`config.mk`:
```
export PLATFORM = sky130hd
export DESIGN_NAME = usf_top
export DESIGN_NICKNAME = d
export VERILOG_FILES = /design/src/rtl/usf_pkg.sv /design/src/rtl/usf_top.sv /design/src/rtl/usf_flag.sv /design/src/rtl/usf_w1c.sv
export SDC_FILE = /design/constraint.sdc
export NUM_CORES = 1
export LEC_CHECK = 0
export BUFFER_PORTS_ARGS = -buffer_cell sky130_fd_sc_hd__buf_2
export CORE_ASPECT_RATIO = 0.7
export CORE_MARGIN = 5
export CORE_UTILIZATION = 40
export DETAILED_ROUTE_END_ITERATION = 8
export GPL_ROUTABILITY_DRIVEN = 0
export PLACE_DENSITY = 0.89
export SYNTH_ARGS = -nofsm -noshare
export SYNTH_HDL_FRONTEND = slang
export SYNTH_SLANG_ARGS = --single-unit
```
`constraint.sdc`:
```
create_clock -name pclk -period 1.7 [get_ports pclk]
set_input_delay 0.255 -clock pclk [delete_from_list [all_inputs] [get_ports pclk]]
set_output_delay 0.255 -clock pclk [all_outputs]
set_load 0.03 [all_outputs]
```
`src/rtl/usf_pkg.sv`:
```
/*
  usf_pkg: register map, field positions, reset values and carrier types
  for the serial port status and extra-bit flag block.
  Assumes a 32-bit APB register bus and a receive/transmit core on pclk.
*/
// Behaviour
// extra bit enabled: capture received extra bit
// extra bit disabled: capture first stop bit
// parity on: extra receive bit not valid
// set tx done when stop bit begins
// enabled interrupt raised by either done flag
// hardware never clears done flags itself
// set rx done at stop bit sampling
// rx done held while FIFO holds bytes
// clear succeeds only after FIFO drained
// multiproc mode needs stop and extra bit
package usf_pkg;

  localparam int USF_AW = 12;

  // register byte offsets
  localparam logic [USF_AW-1:0] USF_OFS_CTRL  = 12'h000;
  localparam logic [USF_AW-1:0] USF_OFS_FLAGS = 12'h004;
  localparam logic [USF_AW-1:0] USF_OFS_EVT   = 12'h008;
  localparam logic [USF_AW-1:0] USF_OFS_MASK  = 12'h00C;

  // control register fields
  localparam int USF_CTRL_XBE = 0;
  localparam int USF_CTRL_MPE = 1;
  localparam int USF_CTRL_PAR = 2;
  localparam int USF_CTRL_IE  = 3;

  // flag register fields
  localparam int USF_FLG_RX  = 0;
  localparam int USF_FLG_TX  = 1;
  localparam int USF_FLG_XRB = 2;

  // event status and mask fields
  localparam int USF_EVT_RX  = 0;
  localparam int USF_EVT_TX  = 1;
  localparam int USF_EVT_REJ = 2;
  localparam int USF_EVT_W   = 3;

  // reset values
  localparam logic [3:0]          USF_CTRL_RST = 4'h0;
  localparam logic [USF_EVT_W-1:0] USF_MASK_RST = 3'h0;

  typedef struct packed {
    logic irq_en;
    logic parity_en;
    logic multiproc_enable;
    logic extra_bit_enable;
  } usf_ctrl_s;

  // one received frame, reported at stop bit sampling
  typedef struct packed {
    logic valid;
    logic stop_bit;
    logic extra_bit;
  } usf_rx_evt_s;

  typedef enum logic [1:0] {
    USF_IDLE = 2'b01,
    USF_ANS  = 2'b10
  } usf_apb_e;

endpackage

```
`src/rtl/usf_top.sv`:
```
/*
  usf_top: serial port done flags, extra receive bit, interrupt and
  APB register slave.
  Assumes the receive/transmit core runs on pclk and reports frames and
  stop-bit starts as one-cycle pulses; the receive FIFO reports a level.
*/
`timescale 1ns/1ns
module usf_top
  import usf_pkg::*;
(
  // clock and reset
  input  wire logic              pclk,
  input  wire logic              presetn,
  // apb slave
  input  wire logic              psel,
  input  wire logic              penable,
  input  wire logic              pwrite,
  input  wire logic [USF_AW-1:0] paddr,
  input  wire logic [31:0]       pwdata,
  output logic      [31:0]       prdata,
  output logic                   pready,
  output logic                   pslverr,
  // receive/transmit core
  input  wire usf_rx_evt_s       rx_evt,
  input  wire logic              tx_stop_start,
  input  wire logic              rx_fifo_pending,
  output logic                   extra_bit_enable,
  output logic                   multiproc_enable,
  output logic                   parity_enable,
  // interrupt
  output logic                   irq
);

  usf_apb_e                st_r;
  usf_apb_e                st_nxt;
  usf_ctrl_s               ctrl_r;
  logic [USF_EVT_W-1:0]    mask_r;
  logic [USF_EVT_W-1:0]    evt_q;
  logic                    extra_rx_bit_r;
  logic                    rx_done_q;
  logic                    tx_done_q;
  logic                    irq_r;
  logic [31:0]             prdata_r;
  logic                    pready_r;
  logic                    pslverr_r;

  // bus decode
  wire acc       = psel & penable;
  wire commit    = acc & pready_r;
  wire wr        = commit & pwrite;
  wire sel_ctrl  = (paddr == USF_OFS_CTRL);
  wire sel_flags = (paddr == USF_OFS_FLAGS);
  wire sel_evt   = (paddr == USF_OFS_EVT);
  wire sel_mask  = (paddr == USF_OFS_MASK);
  wire hit       = sel_ctrl | sel_flags | sel_evt | sel_mask;
  wire wr_ctrl   = wr & sel_ctrl;
  wire wr_flags  = wr & sel_flags;
  wire wr_evt    = wr & sel_evt;
  wire wr_mask   = wr & sel_mask;

  // frame qualification
  wire rx_accept = rx_evt.valid & rx_evt.stop_bit & (~ctrl_r.multiproc_enable | rx_evt.extra_bit);
  wire rx_reject = rx_evt.valid & ~rx_accept;
  wire xrb_nxt   = ctrl_r.extra_bit_enable ? rx_evt.extra_bit : rx_evt.stop_bit;

  // software clears a done flag by writing zero to it
  wire rx_clr = wr_flags & ~pwdata[USF_FLG_RX];
  wire tx_clr = wr_flags & ~pwdata[USF_FLG_TX];

  wire [USF_EVT_W-1:0] evt_set = {rx_reject, tx_stop_start, rx_accept};
  wire [USF_EVT_W-1:0] evt_clr = wr_evt ? pwdata[USF_EVT_W-1:0] : '0;

  // extra bit reads zero while parity occupies it
  wire xrb_rd = extra_rx_bit_r & ~ctrl_r.parity_en;

  wire [31:0] flags_word = {29'h0, xrb_rd, tx_done_q, rx_done_q};
  wire [31:0] rd_word    = sel_ctrl  ? {28'h0, ctrl_r} :
                           sel_flags ? flags_word :
                           sel_evt   ? {29'h0, evt_q} :
                           sel_mask  ? {29'h0, mask_r} : 32'h0;

  wire irq_nxt = (ctrl_r.irq_en & (rx_done_q | tx_done_q)) | (|(evt_q & mask_r));

  // apb answer sequencing: one wait state per transfer
  always_comb begin
    case (st_r)
      USF_IDLE: st_nxt = acc ? USF_ANS : USF_IDLE;
      USF_ANS:  st_nxt = USF_IDLE;
      default:  st_nxt = USF_IDLE;
    endcase
  end

  always_ff @(posedge pclk or negedge presetn) begin
    if (!presetn) begin
      st_r      <= USF_IDLE;
      pready_r  <= 1'b0;
      prdata_r  <= 32'h0;
      pslverr_r <= 1'b0;
    end else begin
      st_r      <= st_nxt;
      pready_r  <= (st_nxt == USF_ANS);
      prdata_r  <= (st_nxt == USF_ANS && !pwrite) ? rd_word : 32'h0;
      pslverr_r <= (st_nxt == USF_ANS) & ~hit;
    end
  end

  always_ff @(posedge pclk or negedge presetn) begin
    if (!presetn) begin
      ctrl_r <= USF_CTRL_RST;
      mask_r <= USF_MASK_RST;
    end else begin
      if (wr_ctrl) begin
        ctrl_r <= pwdata[3:0];
      end
      if (wr_mask) begin
        mask_r <= pwdata[USF_EVT_W-1:0];
      end
    end
  end

  // extra receive bit follows every received frame
  always_ff @(posedge pclk or negedge presetn) begin
    if (!presetn) begin
      extra_rx_bit_r <= 1'b0;
    end else if (rx_evt.valid) begin
      extra_rx_bit_r <= xrb_nxt;
    end
  end

  always_ff @(posedge pclk or negedge presetn) begin
    if (!presetn) begin
      irq_r <= 1'b0;
    end else begin
      irq_r <= irq_nxt;
    end
  end

  // receive done: clear refused while FIFO still holds bytes
  usf_flag u_rx_done (
    .clk   (pclk),
    .rst_n (presetn),
    .set   (rx_accept),
    .clr   (rx_clr),
    .hold  (rx_fifo_pending),
    .q     (rx_done_q)
  );

  usf_flag u_tx_done (
    .clk   (pclk),
    .rst_n (presetn),
    .set   (tx_stop_start),
    .clr   (tx_clr),
    .hold  (1'b0),
    .q     (tx_done_q)
  );

  usf_w1c #(
    .W (USF_EVT_W)
  ) u_evt (
    .clk   (pclk),
    .rst_n (presetn),
    .set   (evt_set),
    .clr   (evt_clr),
    .q     (evt_q)
  );

  assign prdata           = prdata_r;
  assign pready           = pready_r;
  assign pslverr          = pslverr_r;
  assign extra_bit_enable = ctrl_r.extra_bit_enable;
  assign multiproc_enable = ctrl_r.multiproc_enable;
  assign parity_enable    = ctrl_r.parity_en;
  assign irq              = irq_r;
endmodule // usf_top

```
`src/rtl/usf_flag.sv`:
```
/*
  usf_flag: one sticky done flag.
  Assumes set, clr and hold come from logic on the same clock.
*/
`timescale 1ns/1ns
module usf_flag (
  // clock and reset
  input  wire logic clk,
  input  wire logic rst_n,
  // control
  input  wire logic set,
  input  wire logic clr,
  input  wire logic hold,
  // state
  output logic      q
);

  wire q_nxt = set | (q & ~(clr & ~hold));

  always_ff @(posedge clk or negedge rst_n) begin
    if (!rst_n) begin
      q <= 1'b0;
    end else begin
      q <= q_nxt;
    end
  end

endmodule // usf_flag

```
`src/rtl/usf_w1c.sv`:
```
/*
  usf_w1c: vector of sticky event bits, write-one-to-clear.
  Assumes set and clear vectors on the same clock; set wins.
*/
`timescale 1ns/1ns
module usf_w1c #(
  parameter int W = 3
) (
  // clock and reset
  input  wire logic         clk,
  input  wire logic         rst_n,
  // control
  input  wire logic [W-1:0] set,
  input  wire logic [W-1:0] clr,
  // state
  output logic      [W-1:0] q
);

  wire [W-1:0] q_nxt = set | (q & ~clr);

  always_ff @(posedge clk or negedge rst_n) begin
    if (!rst_n) begin
      q <= '0;
    end else begin
      q <= q_nxt;
    end
  end

endmodule // usf_w1c

```
==> impl_metrics.csv, run 1 <==
group,metric,value,unit
setup_path,cp.arrival,1.80,ns
logic_synthesis,syn_inst,109,
die,start_util,43.0,%
global_routing,track_usage,12.3,%
sta,final.min_clock_period,1.65,ns
detailed_routing,routedWlPerCell,13.7,um
setup_path,rr_endpoint,"u_evt.q[2]$_DFF_PN0_",
logic_synthesis,synth_compound_area_share,5.76,%
clock_network,clkSinkCount,21,
pwr,pwr-share-clk,31.0,%
logic_synthesis,synth_cell_types,37,
finish,seq_area,527,um^2
clock_network,clk_path_buf_depth,2,
logic_synthesis,synth.mux.area_fraction,12.6,%
setup_path,startpoint_type,"input pin",
setup_path,r2r_cells,3,
worst_hold_path,hold_path.startpoint,"rx_evt[2]",
pwr,p_switching,295,uW
sta,grt_setup_unrepaired,"no",
worst_hold_path,hold_depth,2,
logic_synthesis,avgSynthCellArea,11.4,um^2
detailed_routing,vias,904,
finish,multiInputGateArea,589,um^2
setup_path,cp_max_fo,5,
clock_network,htree_levels,1,
global_routing,antenna_found_initial,0,
place,dp.cells,185,
outcome,status,"complete, no violations",
clock_network,clock-root-buffer,"clkbuf_8",
pwr,worst_ir_drop_vdd,207,uV
finish,fillers,269,
detailed_routing,drt_iter0_drc,43,
flow_run,cap_violations,0,
sta,fin_crit_sh,97.2,%
setup_path,ff2ff_setup_slack,0.13,ns
die,pin_count,92,
clock_network,insertion_delay,0.26,ns
sta,report.final.setup_viol,0,
logic_synthesis,synthXorXnorAreaFrac,0,%
setup_path,crit_required,1.85,ns
die,rows,16,
logic_synthesis,synthAdderAreaFrac,0,%
clock_network,cts_buffers,3,
finish,final_nets,209,
logic_synthesis,netlist_top_cells_area,"dfrtp_1 (40%), buf_4 (17%), mux2_2 (6.4%)",
setup_path,cp-end-kind,"flop",
pwr,combPwrFrac,19.2,%
sta,finalClockSkew,0.00224,ns
detailed_routing,dr.pass1.iters,4,
pwr,p_int,728,uW
logic_synthesis,synth_top_family_by_area,"simple AND/OR/NAND/NOR gates",
global_routing,grt_pass1_vias,963,
place,post-dp-hpwl,2120,um
pwr,p_sw_share,28.8,%
logic_synthesis,synth_top_area_share,40.4,%
finish,stdcell_count,190,
global_routing,grt_pass1_wl,4430,um
logic_synthesis,synth_area_leader_cell,"dfrtp_1",
finish,drive_gt1_share,42.9,%
logic_synthesis,yosys-top-cells-count,"buf_4 (28), dfrtp_1 (20), mux2_2 (7), nor2_1 (5), nand2_1 (4)",
finish,largest_register_ffs,4,
logic_synthesis,yosysMostFrequentCell,"buf_4",
logic_synthesis,ys_warn_count,0,
detailed_routing,postRouteWirelength,2610,um
detailed_routing,ant_nets,0,
global_routing,grt-ovfl-total,0,
pwr,p_leak,0.731,nW
clock_network,post_cts_buffers,0,
die,die_area,4330,um^2
die,die_h,56.6,um
die,coreArea,2880,um^2
worst_hold_path,hold_path_class,"in2reg",
sta,max_freq,605,MHz
finish,area_delta_synth_final,17.6,%
sta,slew_violations,0,
logic_synthesis,synth_simple_gate_area_share,20.7,%
detailed_routing,drc_errors,0,
sta,finalHoldViolCount,0,
place,place_area,1400,um^2
pwr,power-per-cell-area,702,nW/um^2
logic_synthesis,synth-seq-cells,21,
global_routing,grt_max_degree,22,
logic_synthesis,async_reset_ff_share,100,%
sta,fin_tns_setup,0,ns
clock_network,cts_tree,"built",
clock_network,clkTransAtPathRegs,0.07,ns
finish,fin_area,1460,um^2
pwr,seq_power_share,49.8,%
logic_synthesis,synth_edf_count,0,
logic_synthesis,synth_ff_type,"dfrtp_1",
detailed_routing,viasPerCell,4.76,
pwr,finalPower,1.02,mW
logic_synthesis,synth_area,1240,um^2
logic_synthesis,ys_seq_area_share,42.5,%
finish,n_antenna_cell,0,
setup_path,critical_path_class,"in2reg",
worst_hold_path,worst_hold_path.endpoint,"extra_rx_bit_r$_DFFE_PN0P_",
die,die_w,76.5,um
place,port_buffers,35,
setup_path,reg2reg_from,"pready$_DFF_PN0_",
critical path, cell delays in order:
cell     delay, ns
buf_2         0.10
or4_4         0.57
or4_4         0.57
a221o_1       0.30
final cells by class:
cell class	instances	area share (%)
Inverter	1	0.258
Timing Repair Buffer	44	16.8
Sequential cell	21	36.2
Clock buffer	3	2.84
Clock inverter	1	0.344
Tap cell	36	3.09
Multi-Input combinational cell	84	40.5
per-layer routing:
layer	vias to the layer above	routed length [um]	global-route usage [%]
met5	-	0	0
met4	0	9	2.24
met3	4	221	4.63
met2	37	1390	23.4
met1	439	989	13.0
li1	424	-	-
cell usage in the layout, fill, tap and decap left out, types with 2 or more instances in the layout:
cell type	Yosys	routed
dfrtp_1	20	20
a21oi_1	3	3
clkbuf_8	0	3
nor2b_1	3	3
buf_2	2	35
mux2_2	7	7
or2_2	2	2
mux4_2	3	3
nor2_1	5	5
o21ai_0	2	2
conb_1	1	28
nand2_1	4	4
buf_4	28	8
nor3b_1	3	3
or4_4	3	3
power groups by stage:
stage / clock [mW] / combinational [mW] / sequential, mW
floorplan: 0 / 0.174 / 0.525
global placement: 0 / 0.189 / 0.519
detailed placement: 0 / 0.192 / 0.519
CTS: 0.328 / 0.194 / 0.509
global route: 0.349 / 0.211 / 0.510
finish: 0.317 / 0.196 / 0.509
cells by family after synthesis:
kind of cell / count (synthesis)
AO/OA/AOI/OAI: 10
AND/OR/NAND/NOR: 35
other: 1
buffers and inverters: 31
multiplexers: 11
flip-flops: 21
stage by stage:
step | hold WS [ns] | utilization, % | setup WS, ns
detailed placement | 0.228 | 48.6 | -0.232
floorplan | -0.0406 | - | -0.0799
CTS | 0.213 | 50.5 | 0.0501
global route | 0.225 | 50.5 | 0.0199
finish | 0.228 | 50.5 | 0.0468
global placement | 0.220 | 48.6 | -0.230
worst max path at each step:
stage,start,to,slack [ns],cells after the start
3_5_place_dp,paddr[1],u_evt.q[2]$_DFF_PN0_,-0.23,4
3_3_place_gp,paddr[1],u_evt.q[2]$_DFF_PN0_,-0.23,4
2_1_floorplan,paddr[1],u_evt.q[2]$_DFF_PN0_,-0.08,3
6_report,paddr[1],u_evt.q[2]$_DFF_PN0_,0.05,4
4_1_cts,paddr[1],u_evt.q[2]$_DFF_PN0_,0.05,4
5_1_grt,paddr[1],u_evt.q[2]$_DFF_PN0_,0.02,4
timing repair:
item / 4_1_cts / 5_1_grt
hold buffers: 1 / 0
resized for setup: 0 / 0
endpoints found under the setup margin: 0 / 0
hold endpoints to repair: 20 / 0
No activity file was read; power rests on OpenSTA's default activity.
==> inputs of run 2 (changes only) <==
--- a/config.mk
+++ b/config.mk
@@ -12,6 +12,8 @@
 export DETAILED_ROUTE_END_ITERATION = 8
 export GPL_ROUTABILITY_DRIVEN = 0
 export PLACE_DENSITY = 0.89
+export REMOVE_ABC_BUFFERS = 1
+export SKIP_LAST_GASP = 1
 export SYNTH_ARGS = -nofsm -noshare
 export SYNTH_HDL_FRONTEND = slang
 export SYNTH_SLANG_ARGS = --single-unit
==> impl_metrics.csv, run 2 (same netlist as run 1, synthesis figures left out) <==
group,metric,value,unit
finish,largest_register_ffs,4,
clock_network,clk_path_buf_depth,2,
detailed_routing,vias,898,
pwr,worst_ir_drop_vdd,263,uV
clock_network,htree_levels,1,
global_routing,grt_pass1_wl,4220,um
global_routing,track_usage,12.0,%
place,place_area,1380,um^2
clock_network,cts-resized-gates,0,
outcome,status,"complete, no violations",
setup_path,startpoint_type,"input pin",
global_routing,grt_max_degree,22,
sta,fin_crit_sh,96.5,%
die,die_w,76.5,um
setup_path,path_buf_inv,1,
finish,mostFrequentLayoutCells,"buf_2 (35), conb_1 (28), dfrtp_1 (20), mux2_2 (7)",
clock_network,clkSinkCount,21,
detailed_routing,drt_iter0_drc,21,
sta,max_freq,609,MHz
sta,setup_slack,0.0589,ns
detailed_routing,dr.pass1.iters,4,
die,pin_count,92,
sta,finalHoldViolCount,0,
worst_hold_path,hold_depth,2,
finish,fin_area,1430,um^2
sta,slew_violations,0,
setup_path,critical_path_class,"in2reg",
detailed_routing,viasPerCell,4.80,
setup_path,cp.arrival,1.79,ns
finish,fillers,275,
finish,area_delta_synth_final,15.8,%
sta,report.final.setup_viol,0,
setup_path,crit_path_frequent_cell,"or4_4",
pwr,p_leak,0.717,nW
clock_network,clkTransAtPathRegs,0.07,ns
detailed_routing,routedWlPerCell,14.1,um
clock_network,insertion_delay,0.26,ns
clock_network,cts_buffers,3,
die,rows,16,
finish,utilization,49.7,%
worst_hold_path,hold_path_class,"in2reg",
setup_path,worstPathCellList,"buf_2 -> or4_4 -> or4_4 -> a221o_1",
global_routing,grt-ovfl-total,0,
sta,whs,0.223,ns
die,die_area,4330,um^2
setup_path,cpLargestDelayFamily,"simple AND/OR/NAND/NOR gates",
pwr,power-per-cell-area,712,nW/um^2
global_routing,antenna_found_initial,0,
detailed_routing,drc_errors,0,
setup_path,critical_path_depth,4,
flow_run,cap_violations,0,
finish,drive_gt1_share,41.7,%
finish,final_nets,206,
clock_network,clock-root-buffer,"clkbuf_8",
place,post-dp-hpwl,2160,um
finish,final_common_cell,"buf_2",
finish,n_antenna_cell,0,
place,preCtsSetupSlack,-0.218,ns
setup_path,cp_slowest_stage_delay,0.57,ns
sta,grt_setup_unrepaired,"no",
detailed_routing,ant_nets,0,
setup_path,r2r_cells,3,
global_routing,grt_pass1_vias,882,
setup_path,crit_required,1.85,ns
setup_path,cp-end-kind,"flop",
clock_network,cts_tree,"built",
detailed_routing,postRouteWirelength,2640,um
die,coreArea,2880,um^2
pwr,finalPower,1.02,mW
setup_path,crit_slowest_cell,"or4_4",
setup_path,cp_max_fo,5,
die,start_util,43.0,%
place,port_buffers,35,
sta,final.min_clock_period,1.64,ns
sta,finalClockSkew,0.00444,ns
die,die_h,56.6,um
run 2: power by group:
group	internal [mW]	switching [mW]
sequential	0.507	0.00284
combinational	0.0535	0.139
clock	0.163	0.156
run 2: per-stage QoR:
step                      setup TNS, ns  instances
after floorplan                 -0.0799        106
after global placement            -1.25        182
after detailed placement          -1.43        182
after CTS                             0        187
after global routing                  0        187
final                                 0        187
run 2: final timing paths:
check | endpoint | startpoint | slack, ns
setup / recovery | u_evt.q[2]$_DFF_PN0_ | paddr[1] | 0.06
hold / removal | extra_rx_bit_r$_DFFE_PN0P_ | rx_evt[2] | 0.22
setup reg to reg | u_evt.q[2]$_DFF_PN0_ | pready$_DFF_PN0_ | 0.12
hold reg to reg | st_r[0]$_DFF_PN1_ | st_r[0]$_DFF_PN1_ | 0.52
max in group asynchronous | st_r[0]$_DFF_PN1_ | presetn | 0.88
min in group asynchronous | parity_enable$_DFFE_PN0P_ | presetn | 0.48
run 2: routing by layer:
metal | global-route usage, % | vias up | share of wire, %
li1 | - | 423 | -
met1 | 14.4 | 434 | 40
met2 | 20.7 | 39 | 51
met3 | 4.31 | 2 | 8.3
met4 | 2.74 | 0 | 0.30
met5 | 0 | - | 0
run 2: repair_timing:
item / 4_1_cts / 5_1_grt
endpoints found under the hold margin: 20 / 0
hold buffers: 1 / 0
setup buffers: 0 / 0
run 2: area by class of cell:
| class | instances | area, um^2 | area share [%] |
|---|---|---|---|
| inverters | 1 | 3.75 | 0.262 |
| clock inverters | 1 | 5.00 | 0.349 |
| multi-input cells | 84 | 589 | 41.1 |
| clock buffers | 3 | 41.3 | 2.88 |
| well taps | 36 | 45.0 | 3.14 |
| repair buffers | 41 | 223 | 15.5 |
| flip-flops and latches | 21 | 527 | 36.7 |
